### config.mk
export PLATFORM = sky130hd
export DESIGN_NAME = dtg_trigger_status
export DESIGN_NICKNAME = d
export VERILOG_FILES = /design/src/design/dtg_pkg.sv /design/src/design/dtg_trigger_status.sv
export SDC_FILE = /design/constraint.sdc
export NUM_CORES = 1
export LEC_CHECK = 0
export BUFFER_PORTS_ARGS = -buffer_cell sky130_fd_sc_hd__clkbuf_2
export CELL_PAD_IN_SITES_DETAIL_PLACEMENT = 0
export CELL_PAD_IN_SITES_GLOBAL_PLACEMENT = 1
export CORE_MARGIN = 2
export CORE_UTILIZATION = 30
export DETAILED_ROUTE_END_ITERATION = 7
export GPL_TIMING_DRIVEN = 0
export PLACE_DENSITY_LB_ADDON = 0.1
export SYNTH_ARGS = -nofsm -noshare
export SYNTH_HDL_FRONTEND = slang
export SYNTH_SLANG_ARGS = --single-unit
export TNS_END_PERCENT = 1
### constraint.sdc
create_clock -name clk_i -period 4.91 [get_ports clk_i]
set_clock_uncertainty 0.2 [all_clocks]
set_input_delay 1.473 -clock clk_i [delete_from_list [all_inputs] [get_ports clk_i]]
set_output_delay 1.473 -clock clk_i [all_outputs]
set_load 0.03 [all_outputs]
### src/design/dtg_pkg.sv
`default_nettype none
package dtg_pkg;
   // register byte offsets on the bus
   localparam logic [7:0] DTG_OFS_TRIG    = 8'h00;
   localparam logic [7:0] DTG_OFS_STAT    = 8'h04;
   localparam logic [7:0] DTG_OFS_CTRL    = 8'h08;
   localparam logic [7:0] DTG_OFS_FIFO_LO = 8'h0c;
   localparam logic [7:0] DTG_OFS_FIFO_HI = 8'h10;

   // trace_trigger_config fields
   localparam int         DTG_TRIG_TYPE_BIT  = 7;
   localparam int         DTG_TRIG_BEGIN_BIT = 6;
   localparam logic [7:0] DTG_TRIG_WR_MASK   = 8'hcf;
   localparam logic [7:0] DTG_TRIG_RST       = 8'h00;

   // trace_run_status fields
   localparam int         DTG_STAT_AF_BIT   = 7;
   localparam int         DTG_STAT_BF_BIT   = 6;
   localparam int         DTG_STAT_ARMED_FLAG_BIT = 5;

   // trace_control_register fields
   localparam int         DTG_CTRL_EN_BIT  = 7;
   localparam int         DTG_CTRL_ARM_BIT = 6;
   localparam int         DTG_CTRL_TAG_BIT = 5;
   localparam int         DTG_CTRL_BRK_BIT = 4;
   localparam logic [7:0] DTG_CTRL_RST     = 8'h00;

   // trigger mode codes
   localparam logic [3:0] DTG_MODE_A_ONLY     = 4'h0;
   localparam logic [3:0] DTG_MODE_A_OR_B     = 4'h1;
   localparam logic [3:0] DTG_MODE_A_THEN_B   = 4'h2;
   localparam logic [3:0] DTG_MODE_EVENT_B    = 4'h3;
   localparam logic [3:0] DTG_MODE_A_EVENT_B  = 4'h4;
   localparam logic [3:0] DTG_MODE_A_AND_BD   = 4'h5;
   localparam logic [3:0] DTG_MODE_A_NOT_BD   = 4'h6;
   localparam logic [3:0] DTG_MODE_INSIDE     = 4'h7;
   localparam logic [3:0] DTG_MODE_OUTSIDE    = 4'h8;

   // trace buffer depth and count width
   localparam int         DTG_FIFO_DEPTH = 8;
   localparam int         DTG_CNT_W      = 4;

   // hit vector positions
   localparam int         DTG_HIT_A   = 0;
   localparam int         DTG_HIT_B   = 1;
   localparam int         DTG_HIT_BD  = 2;
   localparam int         DTG_HIT_IN  = 3;
   localparam int         DTG_HIT_OUT = 4;
   localparam int         DTG_HIT_W   = 5;

   typedef enum logic [1:0] {
      DTG_ST_IDLE,
      DTG_ST_WAIT,
      DTG_ST_STORE
   } dtg_run_t;
endpackage
`default_nettype wire

### src/design/dtg_trigger_status.sv
// Notes on behaviour
// - trigger config writable only while disarmed
// - trigger config bits 5:4 read zero
// - tag mode triggers only on executed opcode
// - force mode triggers at access immediately
// - start select chooses end or begin trace
// - event-only modes always run as begin trace
// - modes 0-4: A, A|B, A>B, event B, A>event B
// - mode 5 A and B data, 6 A not B data
// - 7 inside, 8 outside range, 9-15 never
// - A flag cleared at start, set on A match
// - B flag cleared at start, set on B match
// - armed flag mirrors arm control while enabled
// - run ends at begin-trace full or end-trace trigger
// - writing arm or enable 0 ends run
// - count cleared at start, reports words at end
// - count unchanged while fifo is read out
// - status register is read-only
// - low byte read advances fifo, high does not
// - break request at end trigger or begin-trace full
`default_nettype none
module dtg_trigger_status
   import dtg_pkg::*;
#(
   parameter int DEPTH = DTG_FIFO_DEPTH
) (
   input  wire logic        clk_i,
   input  wire logic        rst_i,
   input  wire logic        wb_cyc_i,
   input  wire logic        wb_stb_i,
   input  wire logic        wb_we_i,
   input  wire logic [7:0]  wb_adr_i,
   input  wire logic [3:0]  wb_sel_i,
   input  wire logic [31:0] wb_dat_i,
   output logic      [31:0] wb_dat_o,
   output logic             wb_ack_o,
   input  wire logic        access_i,
   input  wire logic        match_a_i,
   input  wire logic        match_b_i,
   input  wire logic        data_match_b_i,
   input  wire logic        addr_ge_a_i,
   input  wire logic        addr_le_b_i,
   input  wire logic [7:0]  access_data_i,
   input  wire logic        opcode_exec_i,
   input  wire logic        opcode_flush_i,
   input  wire logic        cof_valid_i,
   input  wire logic [15:0] cof_addr_i,
   input  wire logic [15:0] last_opcode_addr_i,
   output logic             armed_o,
   output logic             trigger_o,
   output logic             break_req_o,
   output logic             break_tag_o
);
   localparam int PTR_W = $clog2(DEPTH);

   // count field is four bits and pointers wrap by width
   if (DEPTH != 2 && DEPTH != 4 && DEPTH != 8) begin : g_depth_chk
      $error("dtg_trigger_status: DEPTH must be 2, 4 or 8");
   end

   logic [7:0]            trig_cfg;
   logic                  ctrl_en;
   logic                  ctrl_arm;
   logic                  ctrl_tag;
   logic                  ctrl_brk;
   logic                  flag_a;
   logic                  flag_b;
   logic [DTG_CNT_W-1:0]  valid_cnt;
   dtg_run_t              run_st;
   logic                  a_seen;
   logic [DTG_HIT_W-1:0]  pend;
   logic [DTG_HIT_W-1:0]  raw_hit;
   logic [DTG_HIT_W-1:0]  qhit;
   logic [15:0]           mem [DEPTH];
   logic [PTR_W-1:0]      wr_ptr;
   logic [PTR_W-1:0]      rd_ptr;
   logic [DTG_CNT_W-1:0]  fill;

   // bus decode; effects land on the edge that sees ack high
   logic       bus_req;
   logic       bus_fire;
   logic       wr_fire;
   logic       rd_fire;
   logic       wr_trig;
   logic       wr_ctrl;
   logic       rd_fifo_lo;
   assign bus_req    = wb_cyc_i & wb_stb_i;
   assign bus_fire   = bus_req & wb_ack_o;
   assign wr_fire    = bus_fire & wb_we_i & wb_sel_i[0];
   assign rd_fire    = bus_fire & ~wb_we_i;
   assign wr_trig    = wr_fire && wb_adr_i == DTG_OFS_TRIG;
   assign wr_ctrl    = wr_fire && wb_adr_i == DTG_OFS_CTRL;
   assign rd_fifo_lo = rd_fire && wb_adr_i == DTG_OFS_FIFO_LO;

   // trigger config decode
   logic [3:0] mode;
   logic       tag_sel;
   logic       event_mode;
   logic       begin_sel;
   assign mode       = trig_cfg[3:0];
   assign tag_sel    = trig_cfg[DTG_TRIG_TYPE_BIT];
   assign event_mode = mode == DTG_MODE_EVENT_B || mode == DTG_MODE_A_EVENT_B;
   assign begin_sel  = trig_cfg[DTG_TRIG_BEGIN_BIT] | event_mode;

   // raw comparator results of the current access
   assign raw_hit[DTG_HIT_A]   = match_a_i;
   assign raw_hit[DTG_HIT_B]   = match_b_i;
   assign raw_hit[DTG_HIT_BD]  = data_match_b_i;
   assign raw_hit[DTG_HIT_IN]  = addr_ge_a_i & addr_le_b_i;
   assign raw_hit[DTG_HIT_OUT] = ~(addr_ge_a_i & addr_le_b_i);

   // per-hit qualification: force passes at access, tag waits for execution
   for (genvar h = 0; h < DTG_HIT_W; h++) begin : g_qual
      assign qhit[h] = tag_sel ? (opcode_exec_i & pend[h])
                               : (access_i & raw_hit[h]);
      always_ff @(posedge clk_i) begin
         if (rst_i || run_st == DTG_ST_IDLE) begin
            pend[h] <= 1'b0;
         end else if (opcode_exec_i || opcode_flush_i) begin
            // a flushed prefetch never executed, so its match is dropped
            pend[h] <= 1'b0;
         end else if (access_i && raw_hit[h]) begin
            pend[h] <= 1'b1;
         end
      end
   end

   // mode decode into a single trigger event
   logic trig_hit;
   always_comb begin
      case (mode)
         DTG_MODE_A_ONLY:    trig_hit = qhit[DTG_HIT_A];
         DTG_MODE_A_OR_B:    trig_hit = qhit[DTG_HIT_A] | qhit[DTG_HIT_B];
         DTG_MODE_A_THEN_B:  trig_hit = a_seen & qhit[DTG_HIT_B];
         DTG_MODE_EVENT_B:   trig_hit = qhit[DTG_HIT_B];
         DTG_MODE_A_EVENT_B: trig_hit = a_seen & qhit[DTG_HIT_B];
         DTG_MODE_A_AND_BD:  trig_hit = qhit[DTG_HIT_A] & qhit[DTG_HIT_BD];
         DTG_MODE_A_NOT_BD:  trig_hit = qhit[DTG_HIT_A] & ~qhit[DTG_HIT_BD];
         DTG_MODE_INSIDE:    trig_hit = qhit[DTG_HIT_IN];
         DTG_MODE_OUTSIDE:   trig_hit = qhit[DTG_HIT_OUT];
         default:            trig_hit = 1'b0;
      endcase
   end

   // run control events
   logic run_start;
   logic trig_fire;
   logic store_ev;
   logic store_cof;
   logic do_store;
   logic full_next;
   logic done_trig;
   logic done_full;
   logic done_manual;
   logic run_end;
   assign run_start = wr_ctrl && !ctrl_arm && wb_dat_i[DTG_CTRL_EN_BIT]
                      && wb_dat_i[DTG_CTRL_ARM_BIT];
   assign trig_fire = run_st == DTG_ST_WAIT && trig_hit;
   // event modes store the access byte; high half stays zero
   assign store_ev  = event_mode && trig_hit && run_st != DTG_ST_IDLE;
   // end trace stores flow changes while waiting, begin trace after trigger
   assign store_cof = !event_mode && cof_valid_i
                      && ((run_st == DTG_ST_WAIT && !begin_sel)
                          || run_st == DTG_ST_STORE);
   assign do_store  = store_ev | store_cof;
   assign full_next = begin_sel && do_store && fill == DTG_CNT_W'(DEPTH - 1);
   assign done_trig = trig_fire && !begin_sel;
   assign done_full = full_next;
   assign done_manual = ctrl_arm && wr_ctrl && !(wb_dat_i[DTG_CTRL_EN_BIT]
                        && wb_dat_i[DTG_CTRL_ARM_BIT]);
   assign run_end   = run_st != DTG_ST_IDLE && (done_trig | done_full | done_manual);

   // run state machine
   always_ff @(posedge clk_i) begin
      if (rst_i) begin
         run_st <= DTG_ST_IDLE;
      end else begin
         case (run_st)
            DTG_ST_IDLE: begin
               if (run_start) begin
                  run_st <= DTG_ST_WAIT;
               end
            end
            DTG_ST_WAIT: begin
               if (run_end) begin
                  run_st <= DTG_ST_IDLE;
               end else if (trig_fire && begin_sel) begin
                  run_st <= DTG_ST_STORE;
               end
            end
            DTG_ST_STORE: begin
               if (run_end) begin
                  run_st <= DTG_ST_IDLE;
               end
            end
            default: run_st <= DTG_ST_IDLE;
         endcase
      end
   end

   // sequence memory for the "A then B" modes
   always_ff @(posedge clk_i) begin
      if (rst_i || run_start) begin
         a_seen <= 1'b0;
      end else if (run_st != DTG_ST_IDLE && qhit[DTG_HIT_A]) begin
         a_seen <= 1'b1;
      end
   end

   // trigger config register; armed writes are dropped
   always_ff @(posedge clk_i) begin
      if (rst_i) begin
         trig_cfg <= DTG_TRIG_RST;
      end else if (wr_trig && !ctrl_arm) begin
         trig_cfg <= wb_dat_i[7:0] & DTG_TRIG_WR_MASK;
      end
   end

   // control register; arm only holds while enabled
   always_ff @(posedge clk_i) begin
      if (rst_i) begin
         ctrl_en  <= DTG_CTRL_RST[DTG_CTRL_EN_BIT];
         ctrl_arm <= DTG_CTRL_RST[DTG_CTRL_ARM_BIT];
         ctrl_tag <= DTG_CTRL_RST[DTG_CTRL_TAG_BIT];
         ctrl_brk <= DTG_CTRL_RST[DTG_CTRL_BRK_BIT];
      end else if (wr_ctrl) begin
         ctrl_en  <= wb_dat_i[DTG_CTRL_EN_BIT];
         // a run that ends in the write cycle must not stay armed
         ctrl_arm <= wb_dat_i[DTG_CTRL_EN_BIT] & wb_dat_i[DTG_CTRL_ARM_BIT] & ~run_end;
         ctrl_tag <= wb_dat_i[DTG_CTRL_TAG_BIT];
         ctrl_brk <= wb_dat_i[DTG_CTRL_BRK_BIT];
      end else if (run_end) begin
         ctrl_arm <= 1'b0;
      end
   end

   // match flags; start only happens disarmed, so it never meets a set
   always_ff @(posedge clk_i) begin
      if (rst_i || run_start) begin
         flag_a <= 1'b0;
         flag_b <= 1'b0;
      end else if (run_st != DTG_ST_IDLE) begin
         if (qhit[DTG_HIT_A]) begin
            flag_a <= 1'b1;
         end
         if (qhit[DTG_HIT_B] | qhit[DTG_HIT_BD]) begin
            flag_b <= 1'b1;
         end
      end
   end

   // valid count: latched only at run end, so readout leaves it alone
   always_ff @(posedge clk_i) begin
      if (rst_i || run_start) begin
         valid_cnt <= '0;
      end else if (run_end) begin
         valid_cnt <= full_next ? DTG_CNT_W'(DEPTH) : fill;
      end
   end

   // fill level and pointers; circular end trace saturates at depth
   always_ff @(posedge clk_i) begin
      if (rst_i || run_start) begin
         wr_ptr <= '0;
         rd_ptr <= '0;
         fill   <= '0;
      end else if (do_store && run_st != DTG_ST_IDLE) begin
         wr_ptr <= wr_ptr + PTR_W'(1);
         if (fill != DTG_CNT_W'(DEPTH)) begin
            fill <= fill + DTG_CNT_W'(1);
         end
      end else if (run_end) begin
         // point the reader at the oldest stored word
         rd_ptr <= wr_ptr - fill[PTR_W-1:0];
      end else if (rd_fifo_lo && run_st == DTG_ST_IDLE) begin
         // reads while armed do not advance the buffer
         rd_ptr <= rd_ptr + PTR_W'(1);
      end
   end

   // trace storage; disarmed low reads refill the slot just read for profiling
   always_ff @(posedge clk_i) begin
      if (run_st != DTG_ST_IDLE && do_store) begin
         mem[wr_ptr] <= store_ev ? {8'h00, access_data_i} : cof_addr_i;
      end else if (run_st == DTG_ST_IDLE && rd_fifo_lo) begin
         mem[rd_ptr] <= last_opcode_addr_i;
      end
   end

   // side outputs
   always_ff @(posedge clk_i) begin
      if (rst_i) begin
         armed_o     <= 1'b0;
         trigger_o   <= 1'b0;
         break_req_o <= 1'b0;
         break_tag_o <= 1'b0;
      end else begin
         armed_o     <= ctrl_arm;
         trigger_o   <= trig_fire;
         // break timing is the same for tag and force qualification
         break_req_o <= ctrl_brk && (done_trig || done_full);
         break_tag_o <= ctrl_tag;
      end
   end

   // read data mux; status has no write path at all
   logic [7:0] next_rdata;
   always_comb begin
      case (wb_adr_i)
         DTG_OFS_TRIG:    next_rdata = trig_cfg;
         DTG_OFS_STAT:    next_rdata = {flag_a, flag_b, ctrl_en & ctrl_arm, 1'b0,
                                        valid_cnt};
         DTG_OFS_CTRL:    next_rdata = {ctrl_en, ctrl_arm, ctrl_tag, ctrl_brk, 4'h0};
         DTG_OFS_FIFO_LO: next_rdata = mem[rd_ptr][7:0];
         DTG_OFS_FIFO_HI: next_rdata = mem[rd_ptr][15:8];
         default:         next_rdata = 8'h00;
      endcase
   end

   // single-wait-state slave; unmapped addresses ack with zero
   always_ff @(posedge clk_i) begin
      if (rst_i) begin
         wb_ack_o <= 1'b0;
         wb_dat_o <= 32'h0000_0000;
      end else begin
         wb_ack_o <= bus_req & ~wb_ack_o;
         if (bus_req && !wb_ack_o) begin
            wb_dat_o <= {24'h00_0000, next_rdata};
         end
      end
   end

   // checks
   property p_cfg_locked;
      @(posedge clk_i) disable iff (rst_i)
      (wr_trig && ctrl_arm) |=> $stable(trig_cfg);
   endproperty
   a_cfg_locked: assert property (p_cfg_locked)
      else $error("trigger config changed while armed");

   property p_cfg_hole;
      @(posedge clk_i) disable iff (rst_i)
      wr_trig && !ctrl_arm |=> trig_cfg[5:4] == 2'b00 && trig_cfg[7:6] == $past(wb_dat_i[7:6]);
   endproperty
   a_cfg_hole: assert property (p_cfg_hole)
      else $error("trigger config write stored wrong bits");

   property p_tag_waits;
      @(posedge clk_i) disable iff (rst_i)
      (tag_sel && !opcode_exec_i) |-> !trig_fire;
   endproperty
   a_tag_waits: assert property (p_tag_waits)
      else $error("tag trigger without executed opcode");

   property p_force_now;
      @(posedge clk_i) disable iff (rst_i)
      (run_st == DTG_ST_WAIT && !tag_sel && mode == DTG_MODE_A_ONLY && access_i && match_a_i)
      |=> trigger_o;
   endproperty
   a_force_now: assert property (p_force_now)
      else $error("force trigger missed");

   property p_event_begin;
      @(posedge clk_i) disable iff (rst_i)
      (event_mode && trig_fire && !full_next && !done_manual) |=> run_st == DTG_ST_STORE;
   endproperty
   a_event_begin: assert property (p_event_begin)
      else $error("event mode did not run as begin trace");

   property p_no_trig_high;
      @(posedge clk_i) disable iff (rst_i)
      mode > DTG_MODE_OUTSIDE |=> !trigger_o;
   endproperty
   a_no_trig_high: assert property (p_no_trig_high)
      else $error("reserved mode triggered");

   property p_start_clears;
      @(posedge clk_i) disable iff (rst_i)
      run_start |=> !flag_a && !flag_b && valid_cnt == 4'h0 && ctrl_arm;
   endproperty
   a_start_clears: assert property (p_start_clears)
      else $error("run start did not clear status");

   property p_end_trace_stop;
      @(posedge clk_i) disable iff (rst_i)
      done_trig |=> !ctrl_arm ##1 !armed_o;
   endproperty
   a_end_trace_stop: assert property (p_end_trace_stop)
      else $error("end trace kept running after trigger");

   property p_manual_stop;
      @(posedge clk_i) disable iff (rst_i)
      done_manual |=> run_st == DTG_ST_IDLE && !ctrl_arm;
   endproperty
   a_manual_stop: assert property (p_manual_stop)
      else $error("manual stop ignored");

   property p_cnt_hold;
      @(posedge clk_i) disable iff (rst_i)
      (run_st == DTG_ST_IDLE && rd_fifo_lo && !run_start) |=> $stable(valid_cnt);
   endproperty
   a_cnt_hold: assert property (p_cnt_hold)
      else $error("count moved during readout");

   property p_fifo_adv;
      @(posedge clk_i) disable iff (rst_i)
      (run_st == DTG_ST_IDLE && rd_fifo_lo && !run_start) |=> rd_ptr == $past(rd_ptr) + 1'b1;
   endproperty
   a_fifo_adv: assert property (p_fifo_adv)
      else $error("low byte read did not advance");

   property p_break;
      @(posedge clk_i) disable iff (rst_i)
      (ctrl_brk && (done_trig || done_full)) |=> break_req_o;
   endproperty
   a_break: assert property (p_break)
      else $error("break request missing");

   c_end_trace:   cover property (@(posedge clk_i) disable iff (rst_i) done_trig);
   c_begin_full:  cover property (@(posedge clk_i) disable iff (rst_i) done_full && !event_mode);
   c_event_full:  cover property (@(posedge clk_i) disable iff (rst_i) done_full && event_mode);
   c_manual_stop: cover property (@(posedge clk_i) disable iff (rst_i) done_manual);
endmodule
`default_nettype wire

==> results.toml, run 1 <==
[status]
status = "completed"

[yosys]
async_flop_share_pct = 0
synthCells = 590
ys_seq_area_share_pct = 61.37
synth-edff-count = 128
synth.avg_cell_area_um2 = 13.32
netlist_area_mm2 = 0.007861
synth_cell_types = 58
synthFlopType = "edfxtp_1"
ys_warn_count = 0
yosys_register_bits = 177

[clock_network]
htree_levels = 4
clk_latency_ns = 0.43
cts_buffers = 17
ctsLongestPathBuffers = 2
clkSinkCount = 177
cts_tree = "done"
postCtsSetupRepairBufs = 0
path_clk_slew_ns = 0.07
cts_root_buf = "clkbuf_16"

[timing]
hold_violations = 0
slew_viol_final = 0
finalSetupViolations = 0
min_period_ns = 4.565
layout_setup_ws_ns = 0.3452
tightest_slew_ns = 0.9999
rsz0062_at_grt = "false"
setup-tns-final_ns = 0
relSlewSlack_pct = 33.34
fmax_mhz = 219.1
finalCritPeriodShare_pct = 92.97

[power_and_ir_drop]
leakage_uw = 0.003375
power.density_mw_per_mm2 = 329.2
ir_worst_vdd_mv = 0.2141

[floorplan]
core-area_mm2 = 0.02591
die_h_um = 165.9
dieArea_mm2 = 0.02751
pin_count = 135
die-width_um = 165.9
rows = 59
start_util_pct = 30.34

[cells_and_area]
nets = 824
nFillCells = 2540
mostFrequentLayoutCells = "128 x edfxtp_1, 81 x clkbuf_2, 49 x nor2_1, 49 x dfxtp_1, 40 x mux2i_1"
areaGrowthSynthToFinish_pct = 21.22
n_antenna_cell = 0
final_common_cell = "edfxtp_1"
drive_gt1_share_pct = 27.01

[drt]
vias_per_cell = 4.819
drc = 0
drt_iter0_drc = 296
routedWlPerCell_um = 18.80
dr.pass1.iters = 5
finalWirelength_um = 20080
dr_total_vias = 5147
ant_nets = 0

[worst_hold_path]
hold_start = "valid_cnt[2]"
hp-class = "flop to flop"

[grt]
grt_first_pass_wirelength_um = 31020
gr-total-overflow = 0
grt_use_total_pct = 14.93
grt_pass1_vias = 5175
antenna_found_initial = 0
grt_max_degree = 20

[placement]
place_hpwl_um = 14680
routabilityCongestion = 0.7614
pre_cts_slack_ns = -0.8302
portBuffers = 80

[setup_path]
critPathSlowestCell = "nor2_2"
crit_path_end_kind = "flop"
path_cells = "clkbuf_2 > and3_1 > or4b_1 > a2111o_1 > a31o_1 > o21ai_2 > a21oi_1 > nor2_2 > buf_8"
critPathRequiredTime_ns = 4.85
cp-start-kind = "input pin"
crit_fanout = 9
reg2reg_from = "trig_cfg[7]"
arrival_ns = 4.50
setup.worst_path.start = "opcode_exec_i"
critPathMaxStageDelay_ns = 0.52
critical_path_class = "input pin to flop"

[job]
maxCapViolCount = 0
per-layer routing:
metal  vias to the layer above  wire length [um]  global-route usage, %
li1                       2468                 -                      -
met1                      2529              9514                  20.55
met2                       132              9523                  24.14
met3                        18               786                  2.717
met4                         0               258                  4.537
met5                         -                 0                      0
critical path: cells and delay by family:
kind,cells,cell delay [ns]
AOI/OAI and AO/OA,4,1.43
and+or+nand+nor,3,1.22
buffers and inverters,2,0.38
path summary, 6_finish.rpt:
check	endpoint	cells past startpoint	slack [ns]
setup / recovery	mem[2][7]	9	0.35
hold / removal	valid_cnt[2]	2	0.28
setup reg to reg	mem[2][7]	8	1.13
hold reg to reg	valid_cnt[2]	2	0.28
state kept, by name, summed over array words and instances, names as in the netlist, 2 cells and up, named ones only:
signal and flops:
wr_ptr 3, pend 5, valid_cnt 4, rd_ptr 3
fill 4, trig_cfg 6, run_st 2, mem 128
wb_dat_o 8
what timing repair did:
| action | in CTS | in global routing |
|---|---|---|
| hold buffers | 0 | 0 |
| endpoints found under the setup margin | 93 | 36 |
| resized for setup | 2 | 2 |
| gates cloned | 0 | 0 |
layout make-up:
class / count / area (um^2) / share of cell area, %
clock inverter: 15 / 180.2 / 1.891
timing repair buffer: 88 / 520.5 / 5.462
buffer: 56 / 317.8 / 3.335
tap: 335 / 419.2 / 4.399
multi-input combinational: 370 / 2804 / 29.42
inverter: 10 / 37.54 / 0.3939
clock buffer: 17 / 425.4 / 4.464
sequential: 177 / 4825 / 50.63
logic make-up (layout without fill, tap and decap cells):
logic type	count (synthesis)	in the layout	share of synthesized area (%)
and+or+nand+nor	175	175	11.06
AOI/OAI and AO/OA	90	90	7.369
adders and majority gates	6	6	1.050
muxes	72	72	14.26
other	1	24	0.04770
xor gates and xnor gates	3	3	0.3343
DFF	177	177	61.37
buffers and inverters	66	186	4.504
Yosys cell counts (all sizes together), types with 3 or more instances:
master / count / area [um^2]
o22ai: 6 / 37.54
nor2: 57 / 214.0
a21oi: 23 / 118.9
or2: 4 / 25.02
xnor2: 3 / 26.28
nor4: 3 / 18.77
ha: 5 / 62.56
nand3b: 6 / 45.04
edfxtp: 128 / 3844
clkbuf: 22 / 82.58
or3: 4 / 30.03
mux2i: 40 / 400.4
mux4: 32 / 720.7
and3: 4 / 25.02
nand4b: 3 / 26.28
o21ai: 18 / 93.84
nor4b: 3 / 26.28
nor2b: 8 / 50.05
nor3: 11 / 55.05
buf: 34 / 234.0
a211oi: 11 / 82.58
a31oi: 11 / 68.82
nand3: 22 / 115.1
nand2: 39 / 146.4
o21a: 4 / 30.03
dfxtp: 49 / 980.9
inv: 10 / 37.54
where the power goes:
group,internal [uW],switching (uW),total (uW)
combinational,51.4,88.8,140
sequential,1600,2.40,1600
clock,737,656,1390
total,2390,747,3140
per-stage QoR:
| stage | power (uW) | util [%] | cells | instance area (um^2) | hold WS [ns] |
|---|---|---|---|---|---|
| 2_1_floorplan | 1727 | - | 613 | 7948 | 0.2291 |
| 5_1_grt | 3234 | 36.78 | 1068 | 9529 | 0.3111 |
| 4_1_cts | 3167 | 36.77 | 1068 | 9528 | 0.2802 |
| 6_report | 3137 | 36.78 | 1068 | 9529 | 0.2818 |
| 3_5_place_dp | 1778 | 34.38 | 1036 | 8907 | 0.2622 |
| 3_3_place_gp | 1775 | 33.84 | 1028 | 8767 | 0.2494 |
Power figures use the tool's default switching activity.
==> inputs of run 2 (changes only) <==
==> constraint.sdc (replaced) <==
create_clock -name clk_i -period 4.4 [get_ports clk_i]
set_clock_uncertainty 0.2 [all_clocks]
set_input_delay 1.32 -clock clk_i [delete_from_list [all_inputs] [get_ports clk_i]]
set_output_delay 1.32 -clock clk_i [all_outputs]
set_load 0.03 [all_outputs]
==> run 2 against run 1 <==
Effect of this change:
- first-iteration DRC count fell by 1.0%
- sequential power rose by 12%
- register-to-register slack got worse by 0.35 ns
- core utilization rose by 0.13 points
- flip-flop and latch count did not move
- critical path type unchanged
- critical endpoint is now mem[5][4]
==> results.toml, run 2 (synthesis gave the netlist of run 1 again) <==
[placement]
pre_cts_slack_ns = -1.187
place_hpwl_um = 14680
routabilityCongestion = 0.7614
placed_cells = 1036
portBuffers = 80

[setup_path]
endpoint = "mem[5][4]"
critical_path_class = "input pin to flop"
crit_fanout = 13
setup.worst_path.start = "opcode_exec_i"
r2r_slack_ns = 0.78
critPathRequiredTime_ns = 4.33
cp-start-kind = "input pin"
rr_worst_depth = 8
arrival_ns = 4.18
r2r_end = "mem[5][4]"
reg2reg_from = "trig_cfg[7]"
crit_path_end_kind = "flop"

[cells_and_area]
nets = 824
multi_input_comb_area_mm2 = 0.002838
mostFrequentLayoutCells = "128 x edfxtp_1, 81 x clkbuf_2, 49 x nor2_1, 49 x dfxtp_1, 40 x mux2i_1"
largest_register = "mem"
reg.largest.list = "mem x128, wb_dat_o x8, trig_cfg x6"
final_common_cell = "edfxtp_1"
fin_util_pct = 36.91
areaGrowthSynthToFinish_pct = 21.65
nFillCells = 2533
register_area_mm2 = 0.004825
drive_gt1_share_pct = 27.15
largest_register_ff_count = 128
n_antenna_cell = 0
fin_cells = 1068

[grt]
grt_use_total_pct = 14.93
grt_first_pass_wirelength_um = 31020
antenna_found_initial = 0
grt_pass1_vias = 5172
grt_max_degree = 20
gr-total-overflow = 0

[floorplan]
rows = 59
core-area_mm2 = 0.02591
die_h_um = 165.9
start_util_pct = 30.34
dieArea_mm2 = 0.02751
die-width_um = 165.9
pin_count = 135

[drt]
vias_per_cell = 4.804
routedWlPerCell_um = 18.78
drt_iter0_drc = 293
dr.pass1.iters = 7
finalWirelength_um = 20060
ant_nets = 0
dr_total_vias = 5131
drc = 0

[timing]
fmax_mhz = 235.2
layout_setup_ws_ns = 0.1480
tightest_slew_ns = 1.002
finalCritPeriodShare_pct = 96.64
setup-tns-final_ns = 0
min_period_ns = 4.252
finalSetupViolations = 0
relSlewSlack_pct = 33.21
rsz0062_at_grt = "false"
slew_viol_final = 0
hold_violations = 0

[job]
maxCapViolCount = 0

[clock_network]
cts_root_buf = "clkbuf_16"
path_clk_slew_ns = 0.07
cts_hold_buf = 0
postCtsSetupRepairBufs = 0
clk_latency_ns = 0.43
htree_levels = 4
cts_buffers = 17
ctsLongestPathBuffers = 2
clkSinkCount = 177
cts_tree = "done"

[worst_hold_path]
hp-class = "flop to flop"

[power_and_ir_drop]
power.density_mw_per_mm2 = 365.7
ir_worst_vdd_mv = 0.2373
leakage_uw = 0.003379

[status]
status = "completed"
[run 2: power by group]
group | leakage (uW) | internal [uW] | switching [uW]
Combinational | 0.00153 | 57.6 | 99.7
Clock | 0.000299 | 822 | 728
Sequential | 0.00155 | 1790 | 2.70
Total | 0.00338 | 2670 | 830
[run 2: cell type report]
class	instances	share of cell area, %
plain buffers	56	3.323
clock inverters	15	1.884
clock buffers	17	4.449
well taps	335	4.383
multi-input cells	370	29.67
flip-flops and latches	177	50.45
inverters	10	0.3925
repair buffers	88	5.443
[run 2: metrics by stage]
stage	area (um^2)	total power, uW	hold slack, ns
2_1_floorplan	7948	1927	0.2291
3_3_place_gp	8767	1981	0.2494
3_5_place_dp	8907	1984	0.2622
4_1_cts	9529	3534	0.2802
5_1_grt	9563	3609	0.3111
6_report	9563	3497	0.2806
[run 2: worst max-delay path, stage by stage]
cell      delay [ns]
clkbuf_2        0.14
and3_1          0.22
or4b_1          0.48
a2111o_1        0.48
a31o_1          0.29
o21ai_4         0.29
a22oi_1         0.29
nor2_2          0.43
buf_8           0.24
[run 2: worst min path at each step]
stage | start | end | slack [ns] | cells after the start
final | valid_cnt[0] | valid_cnt[0] | 0.28 | 2
after floorplan | pend[2] | pend[2] | 0.23 | 2
after global placement | pend[2] | pend[2] | 0.25 | 2
after CTS | wb_ack_o | wb_ack_o | 0.28 | 1
after detailed placement | pend[1] | pend[1] | 0.26 | 2
after global routing | valid_cnt[1] | valid_cnt[1] | 0.31 | 2
[run 2: layer usage]
metal	track usage, %	wire [um]
met1	20.55	9529
met2	24.16	9508
met3	2.717	764
met4	4.499	259
met5	0	0
[run 2: what timing repair did]
action,4_1_cts,5_1_grt
gates resized for setup,5,6
pin swaps,0,0
cloned,0,0
endpoints found under the hold margin,0,0
setup endpoints to repair,240,121
==> inputs of run 3 (changes only) <==
==> constraint.sdc (replaced) <==
create_clock -name clk_i -period 3.9 [get_ports clk_i]
set_clock_uncertainty 0.2 [all_clocks]
set_input_delay 1.17 -clock clk_i [delete_from_list [all_inputs] [get_ports clk_i]]
set_output_delay 1.17 -clock clk_i [all_outputs]
set_load 0.03 [all_outputs]
==> run 3 against run 2 <==
Effect of this change:
- first-iteration DRC count down 5.8%
- sequential share of layout area decreased by 0.52 points
- wire length decreased by 0.71%
- register-to-register slack got worse by 0.34 ns
- highest routed layer unchanged
==> results.toml, run 3 (synthesis gave the netlist of run 1 again) <==
[setup_path]
arrival_ns = 3.73
critPathSlowestCell = "nor2_4"
crit_path_end_kind = "flop"
critPathRequiredTime_ns = 3.76
crit_fanout = 16
path_cells = "buf_6 > and3b_4 > or4b_1 > a2111o_1 > a31o_1 > o21ai_4 > a22oi_2 > nor2_4"
critical_path_class = "input pin to flop"
critPathMaxStageDelay_ns = 0.53
cp-start-kind = "input pin"

[power_and_ir_drop]
power.density_mw_per_mm2 = 398.9
total_power_uw = 3855
leakage_uw = 0.003396
ir_worst_vdd_mv = 0.2554

[cells_and_area]
n_antenna_cell = 0
mostFrequentLayoutCells = "128 x edfxtp_1, 83 x clkbuf_2, 49 x nor2_1, 49 x dfxtp_1, 40 x mux2i_1"
areaGrowthSynthToFinish_pct = 22.92
drive_gt1_share_pct = 28.90
largest_register_ff_count = 128
nets = 828
final_common_cell = "edfxtp_1"
reg.largest.list = "mem x128, wb_dat_o x8, trig_cfg x6"
largest_register = "mem"

[timing]
relSlewSlack_pct = 33.77
hold_ws_ns = 0.2721
tightest_slew_ns = 0.9934
slew_viol_final = 0
rsz0062_at_grt = "true"
setup-tns-final_ns = 0
hold_violations = 0
finalCritPeriodShare_pct = 99.11
layout_setup_ws_ns = 0.03461
finalSetupViolations = 0
min_period_ns = 3.865
fmax_mhz = 258.7

[grt]
gr-total-overflow = 0
grt_max_degree = 19
grt_first_pass_wirelength_um = 30400
antenna_found_initial = 0
grt_use_total_pct = 14.71
grt_pass1_vias = 5086

[placement]
portBuffers = 80
pre_cts_slack_ns = -1.634
place_hpwl_um = 13810
routabilityCongestion = 0.7271

[drt]
drt_iter0_drc = 276
dr_total_vias = 5139
dr.pass1.iters = 5
vias_per_cell = 4.794
finalWirelength_um = 19920
ant_nets = 0
routedWlPerCell_um = 18.58
drc = 0

[clock_network]
ctsLongestPathBuffers = 2
path_clk_slew_ns = 0.07
cts_hold_buf = 0
cts_root_buf = "clkbuf_16"
clkSinkCount = 177
htree_levels = 4
clk_latency_ns = 0.43
cts_tree = "done"
cts_buffers = 17

[floorplan]
rows = 59
core-area_mm2 = 0.02591
dieArea_mm2 = 0.02751
die-width_um = 165.9
start_util_pct = 30.34
die_h_um = 165.9
pin_count = 135

[status]
status = "completed"

[job]
maxCapViolCount = 0

[worst_hold_path]
hp-class = "flop to flop"
[run 3: cell count changes in the layout (fill, tap and decap cells not counted), moves of 4 or more]
cell      previous run  this run
clkinv_4             0         4
o21ai_1              2         6
buf_12               0         8
nor2_2               4         0
buf_8                8         0
nor2_4               4         8
o21ai_0             15         9
buf_4               24        28
[run 3: worst paths after layout]
path,cells after the start,slack [ns],endpoint,from
hold reg to reg,2,0.27,pend[4],pend[4]
hold / removal,2,0.27,pend[4],pend[4]
setup reg to reg,7,0.44,mem[7][6],trig_cfg[7]
setup / recovery,8,0.03,mem[7][6],access_i
[run 3: layout make-up]
type                       count  area (um^2)
fill                        2509        16250
sequential                   177         4825
multi-input combinational    370         2900
timing repair buffer          92        590.6
clock buffer                  18        429.2
tap                          335        419.2
buffer                        56        320.3
clock inverter                14        141.4
inverter                      10        37.54
[run 3: critical path: cells and delay by family]
kind / cells / cell delay (ns)
compound gates: 4 / 1.19
buf+inv: 1 / 0.12
simple gates: 3 / 1.23
[run 3: where the power goes]
part | switching (uW) | internal (uW) | leakage (uW)
sequential | 3.02 | 2020 | 0.00155
clock | 808 | 849 | 0.000276
combinational | 112 | 65.6 | 0.00157
[run 3: timing repair]
item	in CTS	in global routing
endpoints found under the setup margin	258	163
pin swaps	8	2
setup buffers	11	1
resized for setup	13	9
[run 3: routing by layer]
| metal | wire [um] | global-route usage, % | vias up | share of wire, % |
|---|---|---|---|---|
| met5 | 0 | 0 | - | 0 |
| met4 | 211 | 4.310 | 0 | 1.1 |
| met1 | 9187 | 19.77 | 2515 | 46 |
| met3 | 829 | 2.955 | 15 | 4.2 |
| li1 | - | - | 2486 | - |
| met2 | 9690 | 24.19 | 123 | 49 |
[run 3: stage by stage]
| stage | area, um^2 | utilization [%] | cells |
|---|---|---|---|
| after floorplan | 8024 | - | 613 |
| after global placement | 8843 | 34.13 | 1028 |
| after detailed placement | 8843 | 34.13 | 1028 |
| after CTS | 9632 | 37.17 | 1071 |
| after global routing | 9663 | 37.29 | 1072 |
| final | 9663 | 37.29 | 1072 |
